## config.mk

```make
export PLATFORM = sky130hd
export DESIGN_NAME = cdv_regs_top
export DESIGN_NICKNAME = d
export VERILOG_FILES = /design/src/cdv_hold_timer.v /design/src/cdv_regs_top.v
export VERILOG_INCLUDE_DIRS = /design/src
export SDC_FILE = /design/constraint.sdc
export NUM_CORES = 1
export LEC_CHECK = 0
export BUFFER_PORTS_ARGS = -buffer_cell sky130_fd_sc_hd__buf_4
export CAP_MARGIN = 40
export CORE_MARGIN = 10
export CORE_UTILIZATION = 59
export DETAILED_ROUTE_END_ITERATION = 8
export PLACE_DENSITY_LB_ADDON = 0.15
export SETUP_SLACK_MARGIN = 0.1
export SLEW_MARGIN = 20
export SYNTH_ARGS = -nofsm -noshare
export SYNTH_HDL_FRONTEND = slang
export SYNTH_SLANG_ARGS = --single-unit
```

## constraint.sdc

```tcl
create_clock -name ref_clk -period 5.2 [get_ports ref_clk]
set_input_delay 0.78 -clock ref_clk [delete_from_list [all_inputs] [get_ports ref_clk]]
set_output_delay 0.78 -clock ref_clk [all_outputs]
set_load 0.01 [all_outputs]
```

## src/cdv_regs.vh

```
/*
 * register offsets, field positions, reset values and timing counts for the
 * cc debounce period and bus supply control registers.
 * assumes a 100 mhz ref_clk and a byte-wide host register port.
 */
`ifndef CDV_REGS_VH
`define CDV_REGS_VH

// byte addresses of the two registers
`define CDV_ADDR_CC_DEBOUNCE_PERIOD      12'h832
`define CDV_ADDR_CTL_LO      12'h840
`define CDV_ADDR_CTL_HI      12'h841

// cc debounce period reset value, counted in 10 ms units
`define CDV_CC_DEBOUNCE_PERIOD_RST       8'h0f

// bus supply control field positions
`define CDV_BIT_BACKDRIVE    11
`define CDV_BIT_ILOW         10
`define CDV_OCMIN_HI         9
`define CDV_OCMIN_LO         8
`define CDV_BIT_DBACT        7
`define CDV_BIT_OCEN         6
`define CDV_DIS_HI           5
`define CDV_DIS_LO           4
`define CDV_BIT_FET2         3
`define CDV_BIT_FET1         2
`define CDV_CMP_HI           1
`define CDV_CMP_LO           0

// comparator control codes
`define CDV_CMP_OFF          2'h0
`define CDV_CMP_VBUS         2'h1
`define CDV_CMP_CFG0         2'h2
`define CDV_CMP_CFG1         2'h3

// discharge control codes
`define CDV_DIS_EITHER       2'h0
`define CDV_DIS_NONE         2'h1
`define CDV_DIS_THR          2'h2
`define CDV_DIS_TIME         2'h3

// overcurrent alert minimum hold: time in ms, clock period in ns
`define CDV_CLK_NS           10
`define CDV_HOLD_5MS         5
`define CDV_HOLD_10MS        10
`define CDV_HOLD_20MS        20
`define CDV_HOLD_30MS        30
`define CDV_NS_PER_MS        1000000
`define CDV_HOLD_W           22

`endif

```

## src/cdv_hold_timer.v

```verilog
/*
 * minimum-hold stretcher for the active-low overcurrent alert.
 * assumes ref_clk at 100 mhz; the hold counts come from the top parameters.
 */
`timescale 1ns/10ps
`include "cdv_regs.vh"

module cdv_hold_timer #(
    parameter [`CDV_HOLD_W-1:0] C5  = 22'd500000,
    parameter [`CDV_HOLD_W-1:0] C10 = 22'd1000000,
    parameter [`CDV_HOLD_W-1:0] C20 = 22'd2000000,
    parameter [`CDV_HOLD_W-1:0] C30 = 22'd3000000
) (
    // clock and reset
    input  wire       ref_clk,
    input  wire       rst_n,
    // control
    input  wire       stretch_en,
    input  wire [1:0] sel,
    input  wire       oc_raw,
    // alert level, high while asserted
    output reg        alert_q
);
    reg  [`CDV_HOLD_W-1:0] cnt_q;   // remaining hold cycles
    reg  [`CDV_HOLD_W-1:0] len;     // selected hold length

    // pick the hold count from the two-bit select
    always @* begin
        case (sel)
            2'h0:    len = C5;
            2'h1:    len = C10;
            2'h2:    len = C20;
            default: len = C30;
        endcase
    end

    // the alert stays up while the cause lasts and for the hold time after its start
    always @(posedge ref_clk) begin
        if (!rst_n) begin
            cnt_q   <= {`CDV_HOLD_W{1'b0}};
            alert_q <= 1'b0;
        end else if (oc_raw && !alert_q) begin
            cnt_q   <= stretch_en ? len : {`CDV_HOLD_W{1'b0}};
            alert_q <= 1'b1;
        end else if (cnt_q != {`CDV_HOLD_W{1'b0}}) begin
            cnt_q   <= cnt_q - 1'b1;
        end else begin
            alert_q <= oc_raw;
        end
    end
endmodule

```

## src/cdv_regs_top.v

```verilog
/*
 * cc debounce period and bus supply control registers of a type-c port
 * controller, with the fet, discharge, comparator and alert logic they steer.
 * assumes a single-cycle byte register port on ref_clk from the host
 * interface (i2c or spi front end) and synchronous analog status inputs.
 */
//
// Contract
// - cc debounce period, 8 bits, resets 0fh
// - back-drive monitored only when bit 11 set
// - back-drive switches that cc fet off
// - bits 11,6 reset 1 in dfp; the code sets them only in standalone dfp
// - bit 10 gates supply-current-low during discharge
// - alert held minimum 5/10/20/30 ms; the code holds it only in standalone dfp, other modes get no minimum
// - bit 7 shows bus debouncer active
// - fet overcurrent monitored only with bit 6
// - discharge control acts only in dfp
// - discharge on pin that supplied vconn
// - discharge modes: either, none, threshold, time
// - timeout above limit flags discharge error
// - bit 3 drives fet2, ignored standalone
// - bit 2 drives fet1, ignored standalone
// - overcurrent error clears both fet bits
// - bits 1:0 route shared comparator
// - config pin sample done clears field
// - ufp standalone holds field at 01b
// - software reads bit 7, not field
`timescale 1ns/10ps
`include "cdv_regs.vh"

module cdv_regs_top #(
    parameter [`CDV_HOLD_W-1:0] HOLD5  = `CDV_HOLD_5MS  * `CDV_NS_PER_MS / `CDV_CLK_NS,
    parameter [`CDV_HOLD_W-1:0] HOLD10 = `CDV_HOLD_10MS * `CDV_NS_PER_MS / `CDV_CLK_NS,
    parameter [`CDV_HOLD_W-1:0] HOLD20 = `CDV_HOLD_20MS * `CDV_NS_PER_MS / `CDV_CLK_NS,
    parameter [`CDV_HOLD_W-1:0] HOLD30 = `CDV_HOLD_30MS * `CDV_NS_PER_MS / `CDV_CLK_NS
) (
    // clock and reset
    input  wire        ref_clk,
    input  wire        rst_n,
    // mode straps, steady after reset
    input  wire        standalone,
    input  wire        dfp_mode,
    // host register port
    input  wire [11:0] reg_addr,
    input  wire        reg_wr,
    input  wire        reg_rd,
    input  wire [7:0]  reg_wdata,
    output reg  [7:0]  reg_rdata,
    // analog and state inputs
    input  wire        cc1_backdrive,
    input  wire        cc2_backdrive,
    input  wire        fet_overcurrent,
    input  wire        oc_debounced,
    input  wire        bus_debouncer_active,
    input  wire        bus_discharging,
    input  wire        discharge_path_select,
    input  wire        cable_below_threshold,
    input  wire        discharge_timer_done,
    input  wire        sample_done,
    input  wire        sa_fet1_req,
    input  wire        sa_fet2_req,
    input  wire        bus_overcurrent,
    // outputs to the analog front end
    output reg         fet1_on,
    output reg         fet2_on,
    output reg         discharge_cc1,
    output reg         discharge_cc2,
    output reg         discharge_timer_run,
    output reg         cable_supply_discharge_error,
    output reg         supply_current_low_flag,
    output reg         cmp_enable,
    output reg  [1:0]  cmp_source,
    output reg         overcurrent_alert_n,
    output reg         backdrive_event,
    output reg         fet_oc_event,
    output reg  [7:0]  cc_debounce_out
);
    // states of the discharge sequencer, one-hot
    localparam [2:0] DS_IDLE = 3'b001;
    localparam [2:0] DS_RUN  = 3'b010;
    localparam [2:0] DS_DONE = 3'b100;

    reg  [7:0] cc_debounce_period_q;        // cc debounce period
    reg        bd_en_q;         // back-drive monitor enable
    reg        ilow_q;          // supply-current-low enable
    reg  [1:0] ocmin_q;         // alert minimum hold select
    reg        ocen_q;          // fet overcurrent monitor enable
    reg  [1:0] dis_q;           // discharge control
    reg        fet2_q;          // fet2 software enable
    reg        fet1_q;          // fet1 software enable
    reg  [1:0] cmp_q;           // comparator control
    reg  [2:0] ds_q;            // discharge sequencer state
    reg        last1_q;         // pin 1 was the last supplier
    reg        last2_q;         // pin 2 was the last supplier
    reg        init_q;          // reset release seen
    wire       alert;           // stretched alert level
    wire       ufp_sa;          // standalone ufp
    wire       dfp_sa;          // standalone dfp
    wire       on1;             // fet1 effective enable
    wire       on2;             // fet2 effective enable
    wire       oc_err;          // debounced overcurrent error
    wire       bd1;             // back-drive hit on a live pin 1
    wire       bd2;             // back-drive hit on a live pin 2
    wire [15:0] ctl_rd;         // control register read image

    assign ufp_sa = standalone && !dfp_mode;
    assign dfp_sa = standalone && dfp_mode;
    // standalone ignores software fet bits and uses the internal requests
    assign on1    = standalone ? sa_fet1_req : fet1_q;
    assign on2    = standalone ? sa_fet2_req : fet2_q;
    assign bd1    = bd_en_q && cc1_backdrive && on1;
    assign bd2    = bd_en_q && cc2_backdrive && on2;
    assign oc_err = ocen_q && oc_debounced;
    // read image; bit 7 reflects the live debouncer, field 1:0 forced in standalone ufp
    assign ctl_rd = {4'h0, bd_en_q, ilow_q, ocmin_q, bus_debouncer_active,
                     ocen_q, dis_q, fet2_q, fet1_q,
                     ufp_sa ? `CDV_CMP_VBUS : cmp_q};

    // byte-lane write decode
    function hit;
        input [11:0] a;
        input [11:0] b;
        begin
            hit = reg_wr && (a == b);
        end
    endfunction

    // register file with hardware side effects
    always @(posedge ref_clk) begin
        if (!rst_n) begin
            cc_debounce_period_q <= `CDV_CC_DEBOUNCE_PERIOD_RST;
            bd_en_q  <= 1'b0;
            ilow_q   <= 1'b0;
            ocmin_q  <= 2'h0;
            ocen_q   <= 1'b0;
            dis_q    <= `CDV_DIS_EITHER;
            fet2_q   <= 1'b0;
            fet1_q   <= 1'b0;
            cmp_q    <= `CDV_CMP_OFF;
            init_q   <= 1'b0;
        end else begin
            init_q <= 1'b1;
            // straps caught one cycle after release
            if (!init_q) begin
                bd_en_q <= dfp_sa;
                ocen_q  <= dfp_sa;
            end
            if (hit(reg_addr, `CDV_ADDR_CC_DEBOUNCE_PERIOD))
                cc_debounce_period_q <= reg_wdata;
            if (hit(reg_addr, `CDV_ADDR_CTL_HI)) begin
                bd_en_q <= reg_wdata[`CDV_BIT_BACKDRIVE-8];
                ilow_q  <= reg_wdata[`CDV_BIT_ILOW-8];
                ocmin_q <= reg_wdata[`CDV_OCMIN_HI-8:`CDV_OCMIN_LO-8];
            end
            if (hit(reg_addr, `CDV_ADDR_CTL_LO)) begin
                ocen_q <= reg_wdata[`CDV_BIT_OCEN];
                dis_q  <= reg_wdata[`CDV_DIS_HI:`CDV_DIS_LO];
                fet2_q <= reg_wdata[`CDV_BIT_FET2];
                fet1_q <= reg_wdata[`CDV_BIT_FET1];
                cmp_q  <= reg_wdata[`CDV_CMP_HI:`CDV_CMP_LO];
            end
            // hardware clears win over a coincident write
            if (oc_err) begin
                fet1_q <= 1'b0;
                fet2_q <= 1'b0;
            end
            if (bd1)
                fet1_q <= 1'b0;
            if (bd2)
                fet2_q <= 1'b0;
            if (sample_done && cmp_q[1])
                cmp_q <= `CDV_CMP_OFF;
        end
    end

    // remember which pin last supplied the cable
    always @(posedge ref_clk) begin
        if (!rst_n) begin
            last1_q <= 1'b0;
            last2_q <= 1'b0;
        end else if (on1 || on2) begin
            last1_q <= on1;
            last2_q <= on2;
        end
    end

    // discharge sequencer: starts when the supplying fet turns off in standalone dfp
    always @(posedge ref_clk) begin
        if (!rst_n) begin
            ds_q                         <= DS_IDLE;
            discharge_cc1                <= 1'b0;
            discharge_cc2                <= 1'b0;
            discharge_timer_run          <= 1'b0;
            cable_supply_discharge_error <= 1'b0;
        end else begin
            case (ds_q)
                DS_IDLE: begin
                    discharge_timer_run <= 1'b0;
                    if (dfp_sa && dis_q != `CDV_DIS_NONE && !on1 && !on2
                        && (fet1_on || fet2_on)) begin
                        ds_q                         <= DS_RUN;
                        discharge_cc1                <= last1_q;
                        discharge_cc2                <= last2_q;
                        discharge_timer_run          <= 1'b1;
                        cable_supply_discharge_error <= 1'b0;
                    end
                end
                DS_RUN: begin
                    // threshold ends modes 00 and 10; time ends 00 and 11
                    if ((dis_q != `CDV_DIS_TIME && cable_below_threshold)
                        || (dis_q != `CDV_DIS_THR && discharge_timer_done)) begin
                        ds_q                         <= DS_DONE;
                        discharge_cc1                <= 1'b0;
                        discharge_cc2                <= 1'b0;
                        discharge_timer_run          <= 1'b0;
                        cable_supply_discharge_error <= !dis_q[1] && discharge_timer_done
                                                        && !cable_below_threshold;
                    end
                end
                DS_DONE: begin
                    ds_q <= DS_IDLE;
                end
                default: begin
                    ds_q <= DS_IDLE;
                end
            endcase
            if (oc_err)
                cable_supply_discharge_error <= 1'b1;
        end
    end

    // registered outputs and read data
    always @(posedge ref_clk) begin
        if (!rst_n) begin
            reg_rdata               <= 8'h00;
            fet1_on                 <= 1'b0;
            fet2_on                 <= 1'b0;
            supply_current_low_flag <= 1'b0;
            cmp_enable              <= 1'b0;
            cmp_source              <= `CDV_CMP_OFF;
            backdrive_event         <= 1'b0;
            fet_oc_event            <= 1'b0;
            cc_debounce_out         <= `CDV_CC_DEBOUNCE_PERIOD_RST;
            overcurrent_alert_n     <= 1'b1;
        end else begin
            if (reg_rd) begin
                case (reg_addr)
                    `CDV_ADDR_CC_DEBOUNCE_PERIOD: reg_rdata <= cc_debounce_period_q;
                    `CDV_ADDR_CTL_LO: reg_rdata <= ctl_rd[7:0];
                    `CDV_ADDR_CTL_HI: reg_rdata <= ctl_rd[15:8];
                    default:          reg_rdata <= 8'h00;
                endcase
            end
            fet1_on                 <= on1 && !bd1 && !oc_err;
            fet2_on                 <= on2 && !bd2 && !oc_err;
            supply_current_low_flag <= ilow_q && standalone && bus_discharging
                                       && !discharge_path_select;
            cmp_source              <= ufp_sa ? `CDV_CMP_VBUS : cmp_q;
            cmp_enable              <= ufp_sa || (cmp_q != `CDV_CMP_OFF);
            backdrive_event         <= bd1 || bd2;
            fet_oc_event            <= ocen_q && fet_overcurrent;
            cc_debounce_out         <= cc_debounce_period_q;
            overcurrent_alert_n     <= !alert;
        end
    end

    // alert stretcher
    cdv_hold_timer #(
        .C5  (HOLD5),
        .C10 (HOLD10),
        .C20 (HOLD20),
        .C30 (HOLD30)
    ) u_hold (
        .ref_clk    (ref_clk),
        .rst_n      (rst_n),
        .stretch_en (dfp_sa),
        .sel        (ocmin_q),
        .oc_raw     (bus_overcurrent),
        .alert_q    (alert)
    );
endmodule

```

==> metrics.txt <==
Num CTS Buffers 9; Cell Rows 27; Post-Layout Cell Count 542; CP bufs+invs 1; CORE AREA 0.00561 mm^2; clk_skew a little over 0.01 ns; Distinct cells, synth 60; number of DRC markers in iteration 0 276; Final Cycle Share 0.479; Leakage around 1.7 nW; gpl congestion 0.862; die area slightly above 0.009 mm^2; Yosys top cell area share 0.445; CTS Root Cell clkbuf_8; Post-Syn Area 0.00346 mm^2; Worst Path Max Fanout 11; setup TNS 0 ns; Placed Area ~0.004 mm^2; top cell type by total area after synthesis dfxtp_1; WL/cell about 17 um; post-CTS setup buffer count 0; Tmin final 2.49 ns; cells after synthesis 402; critical path's top delay family simple AND/OR/NAND/NOR gates; clk buf depth 2; largest net degree at the start of global routing 31; clk sinks between 70 and 80; routed wl met2 4.14 mm; area grow syn2layout 20.2%; vias roughly 3,200; Antenna Cells 0; Max Cap Violations 0; main flop type after synthesis dfxtp_1; Area contributors post-synth dfxtp_1, nand2_1, nor2_1; routed wire length ~9 mm; final instance area 0.00416 mm^2; # fillers ~450; CTS Hold Bufs 0; worst flop-to-flop path endpoint u_hold.cnt_q[13]; Slew headroom 0.425; final net count 505; first-pass GRT wire length between 10 and 15 mm; Detailed Place HPWL slightly below 7 mm; Slew Viols, Final 0; CP Class reg2reg; CP startpoint u_hold.cnt_q[0]; Tightest Hold Check Type reg2reg; Post-synth EDFFs 0; outcome completed; top layer in use met4; f_max roughly 400 MHz; CTS H-Tree Depth 3; share of post-route cells with drive strength above 1 0.228; CP max-delay cell nor4b_2; Peak VDD IR approximately 0.00043 V; clock slew at reported path FFs 0.08 ns; Seq cells post-synth 77; DIE HEIGHT 96.6 um; Seq/Total Area, Yosys 0.445; GRT Util Overall 0.186; Worst Max-Slew Pin Slew around 0.86 ns; Syn. warnings 0; RSZ-0062 raised after global routing false; average cell area after synthesis roughly 8.6 um^2; Initial Utilization 0.617; mean number of vias per cell 5.92; PD cells around 460 mW/mm^2; placed cell count 526; R2R Path Start u_hold.cnt_q[0]; Arrival @ worst endpoint 2.73 ns; most frequent cells in the layout dfxtp_1, buf_4, nand2_1, nor2_1, a21oi_1; Die Wd 96.6 um; CP required between 5 and 6 ns; TritonRoute pass-1 iters 5; insertion delay to the later sink of the worst-skew pair between 0.3 and 0.4 ns; vias in the first global route 3,045; Post-Syn Nets ~440; Post-CTS Resized 0; DR WL met3 approximately 660 um; reg-to-reg slack, setup 2.71 ns; Worst R2R Path Depth 7; ys async rst share 0; Setup Viol. Count Final 0; critical path endpoint category register; grt total ovfl 0; WHS Endpoint overcurrent_alert_n; min-delay src u_hold.alert_q; CTS tree done; CP Cell Sequence inv_1 -> ha_1 -> nor4b_2 -> nand4_4 -> or3_4 -> nand2_4 -> o22ai_1; initial antenna violation count 0; DRC viols 0; count of input and output buffers 67; startpoint types register; worst hold path cell count 1; DRT antenna net count 0; Hold Vio Cnt, Final 0; M1 wire length about 4 mm; commonest non-fill, non-tap cell in the layout dfxtp_1; CP peak stage delay about 0.7 ns; I/O pins just under 70
-- layer usage --
metal | vias to the layer above | global-route usage
li1 | 1555 | -
met1 | 1489 | 0.242
met2 | 145 | 0.292
met3 | 20 | 0.0426
met4 | 0 | 0.0699
met5 | - | 0
-- state kept, by name, summed over array words and instances (netlist names), 2 cells and up --
signal	count
cc_debounce_out	8
cc_debounce_period_q	8
ds_q	3
cmp_q	2
u_hold.cnt_q	22
cmp_source	2
dis_q	2
ocmin_q	2
reg_rdata	8
-- final cells by class --
cell class / instances / area [um^2] / share of cell area
clock inverter: 3 / 18.8 / 0.00451
multi-input combinational: 301 / 1800 / 0.433
clock buffer: 13 / 159 / 0.0382
tap: 72 / 90.1 / 0.0216
sequential: 77 / 1540 / 0.370
timing repair buffer: 70 / 529 / 0.127
inverter: 6 / 22.5 / 0.00541
-- worst max path at each step --
stage                  endpoint  slack (ns)  cells after the start
3_5_place_dp             fet2_q        2.50                      6
4_1_cts        u_hold.cnt_q[13]        2.74                      7
3_3_place_gp             fet2_q        2.55                      6
5_1_grt        u_hold.cnt_q[13]        2.55                      7
2_1_floorplan            fet2_q        2.81                      5
6_report       u_hold.cnt_q[13]        2.71                      7
-- report_power, final --
group          internal, mW  leakage (nW)  switching [mW]  total [mW]
Sequential            0.668         0.626          0.0912       0.760
Combinational         0.322         0.932           0.413       0.735
Clock                 0.200        0.0938           0.214       0.414
Total                  1.19          1.65           0.717        1.91
-- synth_stat cells, types with 2 or more instances --
library cell,n
dfxtp_1,77
nand2_1,49
nor2_1,46
a21oi_1,32
nand3_1,23
o21ai_0,19
nand2b_1,12
clkbuf_1,10
mux2i_1,10
nor3_1,9
and2_1,8
a22oi_1,6
a31oi_1,6
inv_1,6
xnor2_1,6
a211oi_2,4
and3_1,4
buf_2,4
nand4_1,4
nor4_1,4
o21a_1,4
xor2_1,4
nand3b_1,3
nand4b_1,3
or3_1,3
a211oi_1,2
buf_1,2
mux2_2,2
nor2b_1,2
nor3_2,2
nor3b_1,2
nor4_2,2
o21bai_1,2
o31ai_1,2
or3_4,2
or4b_1,2
-- worst reg2reg max path, delay by kind of cell (launching register included) --
kind | cells | cell delay, ns
flip-flops | 1 | 0.33
AO/OA/AOI/OAI | 1 | 0.11
AND/OR/NAND/NOR | 4 | 1.68
adder cells (fa/ha/maj) | 1 | 0.18
buffers and inverters | 1 | 0.06
-- through the flow --
step           total power, mW  setup slack [ns]  hold slack (ns)   util
3_3_place_gp              1.46              2.55            0.394  0.707
2_1_floorplan             1.37              2.81            0.380      -
4_1_cts                   1.90              2.74            0.423  0.742
5_1_grt                   2.01              2.55            0.449  0.742
6_report                  1.91              2.71            0.421  0.742
3_5_place_dp              1.49              2.50            0.396  0.711
-- cells by family (layout without fill, tap and decap cells) --
group | Yosys count | in the layout | share of synthesized area
xor+xnor | 10 | 10 | 0.0253
mux | 12 | 12 | 0.0354
simple gates | 192 | 192 | 0.298
buf+inv | 24 | 92 | 0.0343
compound gates | 86 | 86 | 0.158
fa+ha+maj | 1 | 1 | 0.00361
flops | 77 | 77 | 0.445
Power figures use the tool's default switching activity.
